[config.mk]
export PLATFORM = sky130hd
export DESIGN_NAME = diag_display
export DESIGN_NICKNAME = d
export VERILOG_FILES = /design/src/logic/diag_pkg.sv /design/src/logic/press_if.sv /design/src/logic/button_press.sv /design/src/logic/diag_display.sv
export SDC_FILE = /design/constraint.sdc
export NUM_CORES = 1
export LEC_CHECK = 0
export ABC_AREA = 1
export CAP_MARGIN = 20
export CORE_AREA = 5 5 234 236
export CTS_BUF_LIST = sky130_fd_sc_hd__clkbuf_4
export DETAILED_ROUTE_END_ITERATION = 12
export DIE_AREA = 0 0 239 241
export DONT_BUFFER_PORTS = 1
export PLACE_DENSITY = 0.49
export SLEW_MARGIN = 20
export SYNTH_ARGS = -nofsm -noshare
export SYNTH_HDL_FRONTEND = slang
export SYNTH_SLANG_ARGS = --single-unit
[constraint.sdc]
create_clock -name ref_clk -period 4 [get_ports ref_clk]
set_clock_uncertainty 0.15 [all_clocks]
set_input_delay 0.2 -clock ref_clk [delete_from_list [all_inputs] [get_ports ref_clk]]
set_output_delay 0.2 -clock ref_clk [all_outputs]
set_load 0.05 [all_outputs]
[src/logic/diag_pkg.sv]
// constants and types for the front-panel diagnostic display
// assumes a 50 MHz module clock
package diag_pkg;
  localparam int unsigned CLK_HZ         = 50000000;
  localparam int unsigned LONG_PRESS_MS  = 1000;
  localparam int unsigned LONG_CYCLES    = CLK_HZ / 1000 * LONG_PRESS_MS;
  localparam int unsigned DEBOUNCE_MS    = 10;
  localparam int unsigned DEBOUNCE_CYCLES = CLK_HZ / 1000 * DEBOUNCE_MS;
  localparam int unsigned FLASH_MS       = 250;
  localparam int unsigned FLASH_CYCLES   = CLK_HZ / 1000 * FLASH_MS;
  localparam int unsigned NUM_LEDS       = 32;
  localparam int unsigned ADDR_W         = 5;
  localparam int unsigned CNT_W          = 26;
  localparam logic [4:0]  ADDR_FIRST     = 5'h01;
  localparam logic [4:0]  ADDR_LAST      = 5'h1F;
  localparam int unsigned IN_LO          = 0;
  localparam int unsigned OUT_LO         = 4;

  typedef enum logic [1:0] {
    BUS_VIEW,
    ADDR_VIEW,
    IO_VIEW
  } view_type;
endpackage

[src/logic/press_if.sv]
// press classification results from one button to the display controller
// assumes one clock domain
`timescale 1ns/1ps
interface press_if;
  logic short_press;
  logic long_press;
  modport button (output short_press, output long_press);
  modport ctrl   (input short_press, input long_press);
endinterface

[src/logic/button_press.sv]
// debounces one push button and classifies presses as short or long
// assumes the button level is synchronous to ref_clk, high while pressed
`timescale 1ns/1ps
module button_press
  import diag_pkg::*;
#(
  parameter int unsigned LONG_CNT = LONG_CYCLES,
  parameter int unsigned DEB_CNT  = DEBOUNCE_CYCLES
) (
  // clock and reset
  input  wire logic ref_clk,
  input  wire logic rst_n,
  // raw button level
  input  wire logic pressed,
  // classification
  press_if.button   res
);
  typedef struct packed {
    logic             stable;
    logic [CNT_W-1:0] deb;
    logic [CNT_W-1:0] held;
    logic             long_done;
    logic             short_p;
    logic             long_p;
  } state_type;

  state_type st;
  state_type next_st;

  always_comb begin
    next_st = st;
    next_st.short_p = 1'b0;
    next_st.long_p  = 1'b0;
    // debounce: level must stand for DEB_CNT cycles
    if (pressed == st.stable) begin
      next_st.deb = '0;
    end else if (st.deb >= CNT_W'(DEB_CNT - 1)) begin
      next_st.deb    = '0;
      next_st.stable = pressed;
    end else begin
      next_st.deb = st.deb + 1'b1;
    end
    if (st.stable) begin
      if (!st.long_done) begin
        if (st.held >= CNT_W'(LONG_CNT - 1)) begin
          next_st.long_done = 1'b1;
          next_st.long_p    = 1'b1; // acts once while held
        end else begin
          next_st.held = st.held + 1'b1;
        end
      end
      if (!next_st.stable) begin
        // a long pulse firing on the release edge wins, so the press acts only once
        next_st.short_p   = !st.long_done && !next_st.long_p; // released in time
        next_st.held      = '0;
        next_st.long_done = 1'b0;
      end
    end
  end

  always_ff @(posedge ref_clk or negedge rst_n) begin
    if (!rst_n) begin
      st <= '0;
    end else begin
      st <= next_st;
    end
  end

  assign res.short_press = st.short_p;
  assign res.long_press  = st.long_p;

  chk_press_exclusive: assert property (@(posedge ref_clk) disable iff (!rst_n)
    !(st.short_p && st.long_p)) else $error("short and long press together");
  chk_long_once: assert property (@(posedge ref_clk) disable iff (!rst_n)
    st.long_p |=> !st.long_p [*8]) else $error("long press repeated");
endmodule

[src/logic/diag_display.sv]
// front-panel diagnostic display controller: 32 LED panel plus Bus and I/O LEDs
// assumes bus image and slave bits are synchronous to ref_clk; buttons high when pressed
// Function
// In Bus mode LEDs 1 to 31 each stand for the slave at that address.
// In Bus mode an LED is steady when expected and detected, flashes on mismatch, else dark.
// The address view lights only the LED numbered as the selected slave.
// The I/O view shows four input bits on LEDs 0-3 and four output bits on LEDs 4-7.
// In the I/O view a bit of 1 lights its LED, a 0 or absent bit leaves it dark.
// Mode LEDs: Bus view Bus on I/O off, address view both off, I/O view Bus off I/O on.
// After reset the display starts in Bus view.
// A long press of the direction button in Bus view enters the address view.
// In the address view a short step press moves one address, a short direction press reverses.
// In the address view a long step press enters the I/O view.
// In the I/O view a short step press moves to the next or previous slave by direction.
// In the I/O view a long step press returns to the address view.
// Both buttons are debounced and presses are classified short or long, long acting once.
// A long direction press in either slave view returns to Bus view.
`timescale 1ns/1ps
module diag_display
  import diag_pkg::*;
#(
  parameter int unsigned LONG_CNT  = LONG_CYCLES,
  parameter int unsigned DEB_CNT   = DEBOUNCE_CYCLES,
  parameter int unsigned FLASH_CNT = FLASH_CYCLES
) (
  // clock and reset
  input  wire logic                ref_clk,
  input  wire logic                rst_n,
  // push buttons, high while pressed
  input  wire logic                dir_button,
  input  wire logic                step_button,
  // bus image, bit n for slave address n
  input  wire logic [NUM_LEDS-1:0] slave_expected,
  input  wire logic [NUM_LEDS-1:0] slave_detected,
  // slave i/o, 4 bits per address, plus presence of each bit
  input  wire logic [127:0]        slave_inputs,
  input  wire logic [127:0]        slave_outputs,
  input  wire logic [127:0]        slave_in_valid,
  input  wire logic [127:0]        slave_out_valid,
  // panel
  output logic      [NUM_LEDS-1:0] panel_led,
  output logic                     bus_led,
  output logic                     io_led,
  output logic                     slave_view_mode
);
  press_if dir_p ();
  press_if step_p ();

  button_press #(.LONG_CNT(LONG_CNT), .DEB_CNT(DEB_CNT)) u_dir (
    .ref_clk (ref_clk),
    .rst_n   (rst_n),
    .pressed (dir_button),
    .res     (dir_p)
  );

  button_press #(.LONG_CNT(LONG_CNT), .DEB_CNT(DEB_CNT)) u_step (
    .ref_clk (ref_clk),
    .rst_n   (rst_n),
    .pressed (step_button),
    .res     (step_p)
  );

  typedef struct packed {
    view_type            view;
    logic [ADDR_W-1:0]   addr;
    logic                down;
    logic [CNT_W-1:0]    flash_cnt;
    logic                blink;
    logic [NUM_LEDS-1:0] leds;
    logic                bus_on;
    logic                io_on;
  } state_type;

  state_type st;
  state_type next_st;

  logic [ADDR_W-1:0] addr_up;
  logic [ADDR_W-1:0] addr_dn;
  logic [ADDR_W-1:0] addr_step;
  logic [3:0]        sel_in;
  logic [3:0]        sel_out;

  always_comb begin
    addr_up   = (st.addr == ADDR_LAST)  ? ADDR_FIRST : st.addr + 1'b1;
    addr_dn   = (st.addr == ADDR_FIRST) ? ADDR_LAST  : st.addr - 1'b1;
    addr_step = st.down ? addr_dn : addr_up;
    // selected slave's bits, absent bits forced dark
    sel_in    = slave_inputs[{st.addr, 2'b00} +: 4] & slave_in_valid[{st.addr, 2'b00} +: 4];
    sel_out   = slave_outputs[{st.addr, 2'b00} +: 4] & slave_out_valid[{st.addr, 2'b00} +: 4];
  end

  always_comb begin
    next_st = st;
    if (st.flash_cnt >= CNT_W'(FLASH_CNT - 1)) begin
      next_st.flash_cnt = '0;
      next_st.blink     = !st.blink;
    end else begin
      next_st.flash_cnt = st.flash_cnt + 1'b1;
    end
    unique case (st.view)
      BUS_VIEW: begin
        if (dir_p.long_press) begin
          next_st.view = ADDR_VIEW;
        end
      end
      ADDR_VIEW: begin
        if (dir_p.long_press) begin
          next_st.view = BUS_VIEW;
        end else if (step_p.long_press) begin
          next_st.view = IO_VIEW;
        end else begin
          if (step_p.short_press) next_st.addr = addr_step;
          if (dir_p.short_press) next_st.down = !st.down;
        end
      end
      IO_VIEW: begin
        if (dir_p.long_press) begin
          next_st.view = BUS_VIEW;
        end else if (step_p.long_press) begin
          next_st.view = ADDR_VIEW;
        end else begin
          if (step_p.short_press) next_st.addr = addr_step;
          if (dir_p.short_press) next_st.down = !st.down;
        end
      end
      default: next_st.view = BUS_VIEW;
    endcase
    next_st.leds = '0;
    unique case (st.view)
      BUS_VIEW: begin
        // steady on match, blink on mismatch, address 0 unused
        next_st.leds = ((slave_expected & slave_detected)
                       | ((slave_expected ^ slave_detected) & {NUM_LEDS{st.blink}}))
                       & ~NUM_LEDS'(1);
      end
      ADDR_VIEW: begin
        next_st.leds[st.addr] = 1'b1;
      end
      IO_VIEW: begin
        next_st.leds[IN_LO +: 4]  = sel_in;
        next_st.leds[OUT_LO +: 4] = sel_out;
      end
      default: next_st.leds = '0;
    endcase
    next_st.bus_on = (st.view == BUS_VIEW);
    next_st.io_on  = (st.view == IO_VIEW);
  end

  always_ff @(posedge ref_clk or negedge rst_n) begin
    if (!rst_n) begin
      st        <= '0;
      st.view   <= BUS_VIEW;
      st.addr   <= ADDR_FIRST;
      st.bus_on <= 1'b1;
    end else begin
      st <= next_st;
    end
  end

  assign panel_led       = st.leds;
  assign bus_led         = st.bus_on;
  assign io_led          = st.io_on;
  assign slave_view_mode = !st.bus_on;

  // view transitions
  chk_bus_to_addr: assert property (@(posedge ref_clk) disable iff (!rst_n)
    (st.view == BUS_VIEW && dir_p.long_press) |=> st.view == ADDR_VIEW)
    else $error("bus view did not enter address view");
  chk_addr_to_io: assert property (@(posedge ref_clk) disable iff (!rst_n)
    (st.view == ADDR_VIEW && step_p.long_press && !dir_p.long_press) |=> st.view == IO_VIEW)
    else $error("address view did not enter i/o view");
  chk_io_to_addr: assert property (@(posedge ref_clk) disable iff (!rst_n)
    (st.view == IO_VIEW && step_p.long_press && !dir_p.long_press) |=> st.view == ADDR_VIEW)
    else $error("i/o view did not return to address view");
  chk_back_to_bus: assert property (@(posedge ref_clk) disable iff (!rst_n)
    (st.view != BUS_VIEW && dir_p.long_press) |=> st.view == BUS_VIEW)
    else $error("long direction press did not return to bus view");
  chk_mode_leds: assert property (@(posedge ref_clk) disable iff (!rst_n)
    ##1 (bus_led == ($past(st.view) == BUS_VIEW)) && (io_led == ($past(st.view) == IO_VIEW)))
    else $error("mode leds do not match view");
  // address stepping
  chk_addr_step: assert property (@(posedge ref_clk) disable iff (!rst_n)
    (st.view == ADDR_VIEW && step_p.short_press && !st.down && st.addr != ADDR_LAST
     && !dir_p.long_press && !step_p.long_press) |=> st.addr == $past(st.addr) + 5'h01)
    else $error("address did not step up");
  chk_addr_step_down: assert property (@(posedge ref_clk) disable iff (!rst_n)
    (st.view == ADDR_VIEW && step_p.short_press && st.down && st.addr != ADDR_FIRST
     && !dir_p.long_press && !step_p.long_press) |=> st.addr == $past(st.addr) - 5'h01)
    else $error("address did not step down");
  chk_dir_reverse: assert property (@(posedge ref_clk) disable iff (!rst_n)
    (st.view != BUS_VIEW && dir_p.short_press && !step_p.long_press)
    |=> st.down != $past(st.down))
    else $error("short direction press did not reverse");
  chk_io_step: assert property (@(posedge ref_clk) disable iff (!rst_n)
    (st.view == IO_VIEW && step_p.short_press && !dir_p.long_press && !step_p.long_press)
    |=> st.view == IO_VIEW && st.addr != $past(st.addr))
    else $error("i/o view did not move to another slave");
  chk_addr_range: assert property (@(posedge ref_clk) disable iff (!rst_n)
    st.addr != 5'h00) else $error("selected address is zero");
  // led content, one cycle behind the view and address
  chk_addr_led: assert property (@(posedge ref_clk) disable iff (!rst_n)
    (st.view == ADDR_VIEW) ##1 (st.view == ADDR_VIEW) |-> panel_led == (32'h1 << $past(st.addr)))
    else $error("address view led wrong");
  chk_io_leds: assert property (@(posedge ref_clk) disable iff (!rst_n)
    (st.view == IO_VIEW) |=> panel_led[31:8] == 24'h000000)
    else $error("i/o view lit leds above 7");
  chk_bus_led0: assert property (@(posedge ref_clk) disable iff (!rst_n)
    (st.view == BUS_VIEW) |=> !panel_led[0]) else $error("led 0 lit in bus view");
  chk_bus_steady: assert property (@(posedge ref_clk) disable iff (!rst_n)
    (st.view == BUS_VIEW) |=> ((panel_led ^ ($past(slave_expected) & $past(slave_detected)))
     & ~($past(slave_expected) ^ $past(slave_detected)) & 32'hFFFF_FFFE) == 32'h0000_0000)
    else $error("bus view steady leds wrong");
  cov_enter_addr: cover property (@(posedge ref_clk) disable iff (!rst_n)
    st.view == BUS_VIEW ##1 st.view == ADDR_VIEW);
  cov_enter_io: cover property (@(posedge ref_clk) disable iff (!rst_n)
    st.view == ADDR_VIEW ##1 st.view == IO_VIEW);
  cov_wrap: cover property (@(posedge ref_clk) disable iff (!rst_n)
    st.addr == ADDR_LAST ##1 st.addr == ADDR_FIRST);
  cov_reverse: cover property (@(posedge ref_clk) disable iff (!rst_n)
    $rose(st.down));
  cov_io_step: cover property (@(posedge ref_clk) disable iff (!rst_n)
    st.view == IO_VIEW && step_p.short_press);
endmodule

==> results.txt, run 1 <==
- CTS clock-pin slew for the worst setup and hold paths: between 150 and 200 ps
- Port Buffers: 0
- Maximum buffer depth of the clock tree: 2
- GRT Resource Usage Total: 0.224
- The die is about 240 um wide.
* Sequential-to-total area share from yosys stat: 0.278
- The share of total power dissipated in sequential elements is 0.553.
- Of all cell types, the one taking the most synthesized area is sky130_fd_sc_hd__dfrtp_1.
- Routed wire per std cell: approximately 20 um
- Each instance of the synthesized netlist takes up on average a little under 6 um^2.
- Endpoint kind of the worst setup timing path: flip-flop
- Counting every sink on the clock net gives 181.
- Final setup violation count: 0
- For the worst-skew pair, the clock arrives at the later sink with an insertion delay of about 620 ps.
* Worst-path cell with the longest stage delay: sky130_fd_sc_hd__dfstp_4
- The congestion estimate from routability-driven global placement came to 0.959.
- For this design the static power due to leakage is about 9 nW.
- Final worst-path cycle share: 0.732
- Area of the die: approximately 58000 um^2
- Power density normalized to cell area: roughly 240 nW/um^2
- Of the total power, the share spent switching nets is 0.367.
* Total Wirelength: just under 70 mm
* Sum of buffers and inverters on the critical path: 2
- The internal power of the cells totals ~2.7 mW.
- For the pin with the worst max-slew slack, the measured transition is roughly 1100 ps.
- Across the run, the number of max-cap violations was 0.
- Combinational group share of total power: 0.175
- In the post-synthesis netlist, the biggest area contributors are sky130_fd_sc_hd__dfrtp_1 27%, sky130_fd_sc_hd__nand2_1 26%, sky130_fd_sc_hd__nor2_1 10%.
- The final hold violation count is about 180.
* Switching power summed over all nets: ~1.6 mW
- The region available for standard cell placement spans between 50000 and 60000 um^2.
- Worst path required time: 4410 ps
- Total of flip-flops plus latches after synthesis: approximately 180
- The total overflow left after global routing is 0.
- Number of detailed-routing iterations run before antenna repair: 5
* Failing checks: negative hold slack
- Final #Nets: ~3400
* Worst supply voltage drop on vdd: 139 uV
- Worst slew margin relative to its limit: 0.284
* Top fanout value on the critical path: 75
* Crit-path leading delay family: buffers and inverters
- Setup repair after global routing left no endpoint under its margin.
* Chain of cells forming the critical path: inv_6, buf_4, nor2_1, o21ai_0, nand2_1, nand2_1, nor2_1, nand2_1, nand3_1, a21oi_1
- Measured along the y axis, the die boundary spans 241 um.
- Synth-to-Final Area Change: 8.56%
- The first global-routing pass estimated 100 mm of wire.
- Data on the critical path arrives at its endpoint at roughly 3300 ps.
- Achievable Freq: approximately 340 MHz
- Number of buffers added to fix hold violations after cts: 80
- The count of nets left with antenna violations once routing finished came out at 0.
- The share of total power dissipated in the clock network is 0.272.
- The worst hold path belongs to the class primary input to asynchronous set/reset pin.
* Netlist cell types: 50
- Summed over all failing endpoints, the final setup total negative slack is 0 ps.
- For this configuration, the core starts out at a cell density of 0.312.
- Final critical delay including setup and external delays: between 2000 and 3000 ps
- Cell repeated most along the worst path: sky130_fd_sc_hd__nand2_1
- Of the cells placed in the final design, the portion with a size suffix greater than 1 is 0.0339.
- The max-slew violation count is 0.
* Cell count after placement: ~3400
- Largest stage delay, worst path: about 590 ps
- The flow ran to the end, but the final reports show violations.
- Entering global routing, the biggest net connects 182 pins.
* Number of buffers created by CTS: 17
- Clock tree root driver cell: sky130_fd_sc_hd__clkbuf_4
* DRC violations left: 0
* Antenna violations before repair: 7
- Total via count after detailed routing: 17781
- For this design the top-level I/O count stands at roughly 620.
- Synth warnings: 0
- In this run the number of H-tree levels came out at 4.
- After floorplanning, the core was divided into 84 placement rows.
- Crit Path Class: flip-flop to flip-flop
- Netlist area before placement: ~16000 um^2
- Final non-filler cell total: ~3500
- Synthesis handed over a netlist of between 2000 and 3000 instances.
- After legalization and detailed placement, the total HPWL measured around 53 mm.
- Top-area cell type share of the netlist area: 0.275
- Worst hold margin: -904 ps
* Kind of launch point of the worst setup path: flip-flop
- The filler cells instantiated in the layout total 5892.
* Number of vias per cell after detailed routing: 5.08
- Number of design-rule violations left by the first detailed-router iteration: 1233
- The via count of the first global-routing pass is ~17000.
- TritonCTS built the clock tree.
## cells by family after synthesis
family,count (synthesis),synth area share
other cells,1,0.000230
compound gates,305,0.0978
xor+xnor,36,0.0193
simple gates,1847,0.460
fa+ha+maj,46,0.0353
flops,181,0.278
buf+inv,394,0.109
## power groups by stage
stage / registers [mW] / clock network, mW / logic (mW)
CTS: 2.37 / 1.22 / 0.737
floorplan: 2.01 / 0 / 0.852
finish: 2.36 / 1.16 / 0.747
global placement: 2.40 / 0 / 0.580
global route: 2.38 / 1.27 / 0.835
detailed placement: 2.40 / 0 / 0.587
## layout by cell type, fill, tap and decap left out, types with 5 or more instances in the layout
cell type / netlist / layout
sky130_fd_sc_hd__a21oi_1: 53 / 53
sky130_fd_sc_hd__dfrtp_1: 179 / 178
sky130_fd_sc_hd__diode_2: 0 / 6
sky130_fd_sc_hd__ha_1: 46 / 46
sky130_fd_sc_hd__clkbuf_4: 0 / 18
sky130_fd_sc_hd__nor3_1: 43 / 43
sky130_fd_sc_hd__nor3b_1: 16 / 16
sky130_fd_sc_hd__inv_1: 227 / 227
sky130_fd_sc_hd__nand2_1: 1122 / 1122
sky130_fd_sc_hd__o21ai_0: 146 / 146
sky130_fd_sc_hd__dlygate4sd3_1: 0 / 80
sky130_fd_sc_hd__buf_4: 54 / 24
sky130_fd_sc_hd__conb_1: 1 / 16
sky130_fd_sc_hd__nor2_1: 434 / 434
sky130_fd_sc_hd__or2_2: 5 / 5
sky130_fd_sc_hd__o22ai_1: 26 / 26
sky130_fd_sc_hd__a31oi_1: 5 / 5
sky130_fd_sc_hd__nand4_1: 23 / 23
sky130_fd_sc_hd__nand3_1: 172 / 172
sky130_fd_sc_hd__xor2_1: 26 / 26
sky130_fd_sc_hd__o21ai_1: 64 / 64
sky130_fd_sc_hd__xnor2_1: 10 / 10
## through the flow
| step | power (mW) | worst slack, ps | cell area (um^2) | hold slack, ps | util |
|---|---|---|---|---|---|
| final | 4.27 | 1070 | 17700 | -904 | 0.339 |
| after global routing | 4.48 | 887 | 17700 | -965 | 0.339 |
| after CTS | 4.32 | 1020 | 17700 | -970 | 0.339 |
| after detailed placement | 2.99 | 1060 | 16600 | -232 | 0.317 |
| after global placement | 2.98 | 1060 | 16600 | -231 | 0.317 |
| after floorplan | 2.86 | 2050 | 16400 | -246 | - |
## state kept, by name, indices dropped and copies added, names as in the netlist
register / count
bus_led: 1
u_dir.st: 54
u_step.st: 54
u_dir.res.short_press: 1
st: 35
io_led: 1
u_step.res.short_press: 1
u_step.res.long_press: 1
u_dir.res.long_press: 1
panel_led: 32
## repair_timing
action | CTS | global route
hold endpoints to repair | 263 | 181
resized for setup | 0 | 0
buffers inserted | 0 | 0
## Yosys cell counts (all sizes together)
| master | instances |
|---|---|
| o211ai | 2 |
| nand4 | 24 |
| ha | 46 |
| o21bai | 1 |
| o31ai | 1 |
| a211oi | 2 |
| or2 | 6 |
| a31oi | 5 |
| nor4 | 3 |
| dfstp | 2 |
| o21ai | 210 |
| a21o | 1 |
| a22oi | 2 |
| nor3b | 16 |
| a32oi | 1 |
| nand3b | 4 |
| o22ai | 26 |
| and2 | 2 |
| nand2 | 1127 |
| a31o | 1 |
| nor3 | 51 |
| xnor2 | 10 |
| clkinv | 1 |
| dfrtp | 179 |
| conb | 1 |
| nand3 | 173 |
| xor2 | 26 |
| clkbuf | 36 |
| nor2 | 438 |
| inv | 235 |
| and3 | 3 |
| a21oi | 53 |
| buf | 122 |
## worst register-to-register path: cells and delay by family, from the launching register on
kind	cells	cell delay [ps]
buffers and inverters	2	940
AOI/OAI and AO/OA	2	670
DFF	1	590
and+or+nand+nor	6	540
## cell type report
| type | count | area, um^2 | share of cell area |
|---|---|---|---|
| Multi-Input combinational cell | 2250 | 10100 | 0.568 |
| Sequential cell | 181 | 4540 | 0.256 |
| Timing Repair Buffer | 107 | 1040 | 0.0585 |
| Inverter | 236 | 898 | 0.0507 |
| Tap cell | 688 | 861 | 0.0486 |
| Clock inverter | 13 | 173 | 0.00975 |
| Clock buffer | 18 | 135 | 0.00763 |
| Antenna cell | 6 | 15.0 | 0.000848 |
## final timing paths
| check | startpoint | slack [ps] | depth (start not counted) | to |
|---|---|---|---|---|
| setup / recovery | st[62]$_DFFE_PN1P_ | 1070 | 10 | panel_led[7]$_DFF_PN0_ |
| hold / removal | rst_n | -900 | 0 | panel_led[16]$_DFF_PN0_ |
| setup reg to reg | st[62]$_DFFE_PN1P_ | 1070 | 10 | panel_led[7]$_DFF_PN0_ |
| hold reg to reg | u_dir.st[29]$_DFF_PN0_ | 320 | 1 | u_dir.st[29]$_DFF_PN0_ |
| max in group asynchronous | rst_n | 4230 | 0 | st[62]$_DFFE_PN1P_ |
| min in group ref_clk | slave_out_valid[79] | 40 | 8 | panel_led[7]$_DFF_PN0_ |
## layer usage
layer	wire, um	track usage
met1	29200	0.292
met2	34000	0.391
met3	3900	0.0302
met4	1410	0.0598
met5	0	0
(Power assumes the default switching activity.)
==> run 2: changes to the inputs <==
--- a/config.mk
+++ b/config.mk
@@ -12,7 +12,7 @@
 export DETAILED_ROUTE_END_ITERATION = 12
 export DIE_AREA = 0 0 239 241
 export DONT_BUFFER_PORTS = 1
-export PLACE_DENSITY = 0.49
+export PLACE_DENSITY = 0.5
 export SLEW_MARGIN = 20
 export SYNTH_ARGS = -nofsm -noshare
 export SYNTH_HDL_FRONTEND = slang
==> constraint.sdc (replaced) <==
create_clock -name ref_clk -period 2.4 [get_ports ref_clk]
set_clock_uncertainty 0.15 [all_clocks]
set_input_delay 0.12 -clock ref_clk [delete_from_list [all_inputs] [get_ports ref_clk]]
set_output_delay 0.12 -clock ref_clk [all_outputs]
set_load 0.05 [all_outputs]
==> run 2 against run 1 <==
  * The flow still finishes with violations (negative hold slack)
  * Via count is 13% higher
  * Power increased by 79%
  * Global-route usage is 3.2 points higher
  * Sequential power up 66%
  * Sequential cell count did not move
  * Die area is the same
  * First-iteration DRC count is 40% higher
  * Clock-buffer cell count decreased by 1
  * Clock power is 65% higher
  * Critical endpoint is now panel_led[1]$_DFF_PN0_
==> results.txt, run 2 (synthesis gave the netlist of run 1 again) <==
- Result of the run: finished, violations left
* Failing checks: negative hold slack
- Leaving out fill and tap cells, the most frequent cell in the layout is sky130_fd_sc_hd__nand2_1.
- The number of buffers added on ports is 0 (unchanged).
* Total overflow reported by the global router: 0 (unchanged)
* Worst hold margin: -1030 ps (-127 ps)
- The data arrival time of the worst path was 2760 ps (-580 ps).
- The share of layout cells above drive strength 1 is 0.0679 (+0.0340).
* Number of buffers created by CTS: 17 (unchanged)
- The initial antenna violation count is 6 (-1).
- Cell repeated most along the worst path: sky130_fd_sc_hd__nand2_1
- Achievable Freq: 435 MHz (+27%)
* Number of detailed-routing iterations run before antenna repair: 7 (+2)
* Worst R2R Path Depth: 14 (+4)
- Logic depth of the worst path, buffers included: 14 (+4)
- The path class of the tightest hold or removal check is primary input to asynchronous set/reset pin.
- Top fanout value on the critical path: 39 (-48%)
- Setup slack after layout: 103 ps (-970 ps)
- The area growth from synthesis to layout is 34.5%.
- Floorplan die width: 239 um (unchanged)
- Largest net degree at the start of global routing: 182 (unchanged)
- The largest individual stage delay along the critical path comes from the cell sky130_fd_sc_hd__dfstp_4.
* Flop pwr share: 0.510 (-0.043)
* Clock sink count: 181 (unchanged)
- Setup Total Neg Slack: 0 ps (unchanged)
- The average routed wire per standard cell was 20.3 um (+3.9%).
- In this run the clock root is driven by a sky130_fd_sc_hd__clkbuf_4.
- STA classifies the critical path startpoint as a flip-flop.
* Worst slack after detailed placement: -160 ps (-1220 ps)
- Endpoint kind of the worst setup timing path: flip-flop
- CTS clock-pin slew for the worst setup and hold paths: 190 ps (about the same)
- The clock latency of the later-clocked register in the worst-skew pair came to 670 ps (+50 ps).
- The area of the core came to 52200 um^2 (unchanged).
- The routed via count is 20102 (+13%).
- The area of the die came to 57600 um^2 (unchanged).
* Worst path required time: 2860 ps (-1550 ps)
- On the critical path the largest part of the delay comes from flip-flops.
- The final worst-path cycle share is 0.957 (+0.225).
- The final antenna-violating net count is 0 (unchanged).
- Maximum buffer depth of the clock tree: 2 (unchanged)
* Placer's final routability congestion estimate: 0.933 (-2.7%)
* Largest stage delay, worst path: 740 ps (+150 ps)
* Switching power summed over all nets: 2.92 mW (+86%)
- Via count of the first global-routing pass: 19433 (+14%)
- The net switching fraction of the power came to 0.380 (+0.0135).
- Initial core utilization: 0.312 (unchanged)
- Cell count after placement: 3469 (+2.6%)
- Number of vias per cell after detailed routing: 5.15 (+1.3%)
- Leading cell types in the layout, fill and taps excluded: 1113 x sky130_fd_sc_hd__nand2_1, 431 x sky130_fd_sc_hd__nor2_1, 386 x sky130_fd_sc_hd__dlygate4sd3_1, 227 x sky130_fd_sc_hd__inv_1, 178 x sky130_fd_sc_hd__dfrtp_1
- Chain of cells forming the critical path: buf_6, buf_12, buf_16, nand2_1, nand2_1, nand2_1, o21ai_1, buf_4, nand2_1, nand2_1, nor2_1, nand2_1, nand3_1, a21oi_1
- The largest registers in the layout are u_dir.st (54), u_step.st (54), st (35).
- The number of primary I/O pins was 615 (unchanged).
- Final critical delay including setup and external delays: 2300 ps (-630 ps)
- Internal cell power: 4.75 mW (+76%)
- Setup repair after global routing could not meet its margin everywhere.
- Worst supply voltage drop on vdd: 478 uV (+240%)
- TritonCTS built the clock tree.
* Die height: 241 um (unchanged)
- The overall routing resource usage is 0.255 (+0.0318).
- The headroom to the max-slew limit came to 0.526 (+0.242).
- The total routed wirelength came to 79.3 mm (+16%).
* Final setup violation count: 0 (unchanged)
- Transition time at the pin with the least slew margin: 711 ps (-360 ps)
* Final #Nets: 3824 (+12%)
* Final non-filler cell total: 3905 (+12%)
* Leakage power of the design: 10.7 nW (+22%)
- The global-route wire length before repair came to 114 mm (+14%).
* Part of the power in the clock network: 0.249 (-0.023)
* Sum of buffers and inverters on the critical path: 4 (+2)
* Slew Viols, Final: 0 (unchanged)
- Overall power consumption: 7.67 mW (+79%)
- The areal power density over the cells is 349 nW/um^2 (+45%).
- Number of levels the H-tree was split into: 4 (unchanged)
* Crit Path Class: flip-flop to flip-flop
- The final hold violation count was 181 (unchanged).
* Cell row count: 84 (unchanged)
* Placed wire-length estimate after detailed placement: 57.9 mm (+8.4%)
* DRC violations left: 0 (unchanged)
* Max-capacitance violation count: 0 (unchanged)
- Number of design-rule violations left by the first detailed-router iteration: 1724 (+40%)
- Combinational group share of total power: 0.241 (+0.066)
[run 2: per-stage QoR]
step / instance area (um^2) / utilization
after CTS: 21700 / 0.415
final: 22000 / 0.420
after floorplan: 16400 / -
after global placement: 17400 / 0.334
after detailed placement: 17400 / 0.334
after global routing: 22000 / 0.420
[run 2: what timing repair did]
| action | in CTS | in global routing |
|---|---|---|
| resized for setup | 8 | 39 |
| pin swaps | 1 | 4 |
| setup buffers | 1 | 7 |
| cloned | 2 | 2 |
| setup endpoints to repair | 6 | 35 |
| hold endpoints to repair | 309 | 182 |
| hold buffers | 384 | 2 |
[run 2: per-layer routing]
layer	vias up	track usage	share of wire
met5	-	0	0
met3	208	0.0434	0.066
li1	9564	-	-
met1	9421	0.325	0.41
met2	909	0.435	0.48
met4	0	0.0989	0.044
[run 2: layout make-up]
type                            instances  area [um^2]
Timing Repair Buffer                  512         5190
Multi-Input combinational cell       2250        10100
Tap cell                              688          861
Fill cell                            5418        30300
Antenna cell                            6         15.0
Inverter                              236          898
Clock buffer                           17          128
Sequential cell                       181         4540
Clock inverter                         15          184
[run 2: path summary, 6_finish.rpt]
path / start / end / slack, ps
worst max register to register: st[62]$_DFFE_PN1P_ / panel_led[1]$_DFF_PN0_ / 100
max in group asynchronous: rst_n / bus_led$_DFF_PN1_ / 2740
min in group ref_clk: slave_outputs[64] / panel_led[4]$_DFF_PN0_ / 0
worst min-delay path: rst_n / u_step.st[40]$_DFF_PN0_ / -1030
worst max-delay path: st[62]$_DFFE_PN1P_ / panel_led[1]$_DFF_PN0_ / 100
worst min register to register: u_dir.st[29]$_DFF_PN0_ / u_dir.st[29]$_DFF_PN0_ / 330
[run 2: power groups by stage]
stage | clock network [mW] | registers [mW] | logic, mW
2_1_floorplan | 0 | 3.35 | 1.42
3_3_place_gp | 0 | 3.97 | 1.08
3_5_place_dp | 0 | 3.97 | 1.09
4_1_cts | 2.00 | 3.91 | 1.76
5_1_grt | 2.11 | 3.93 | 2.00
6_report | 1.91 | 3.91 | 1.85
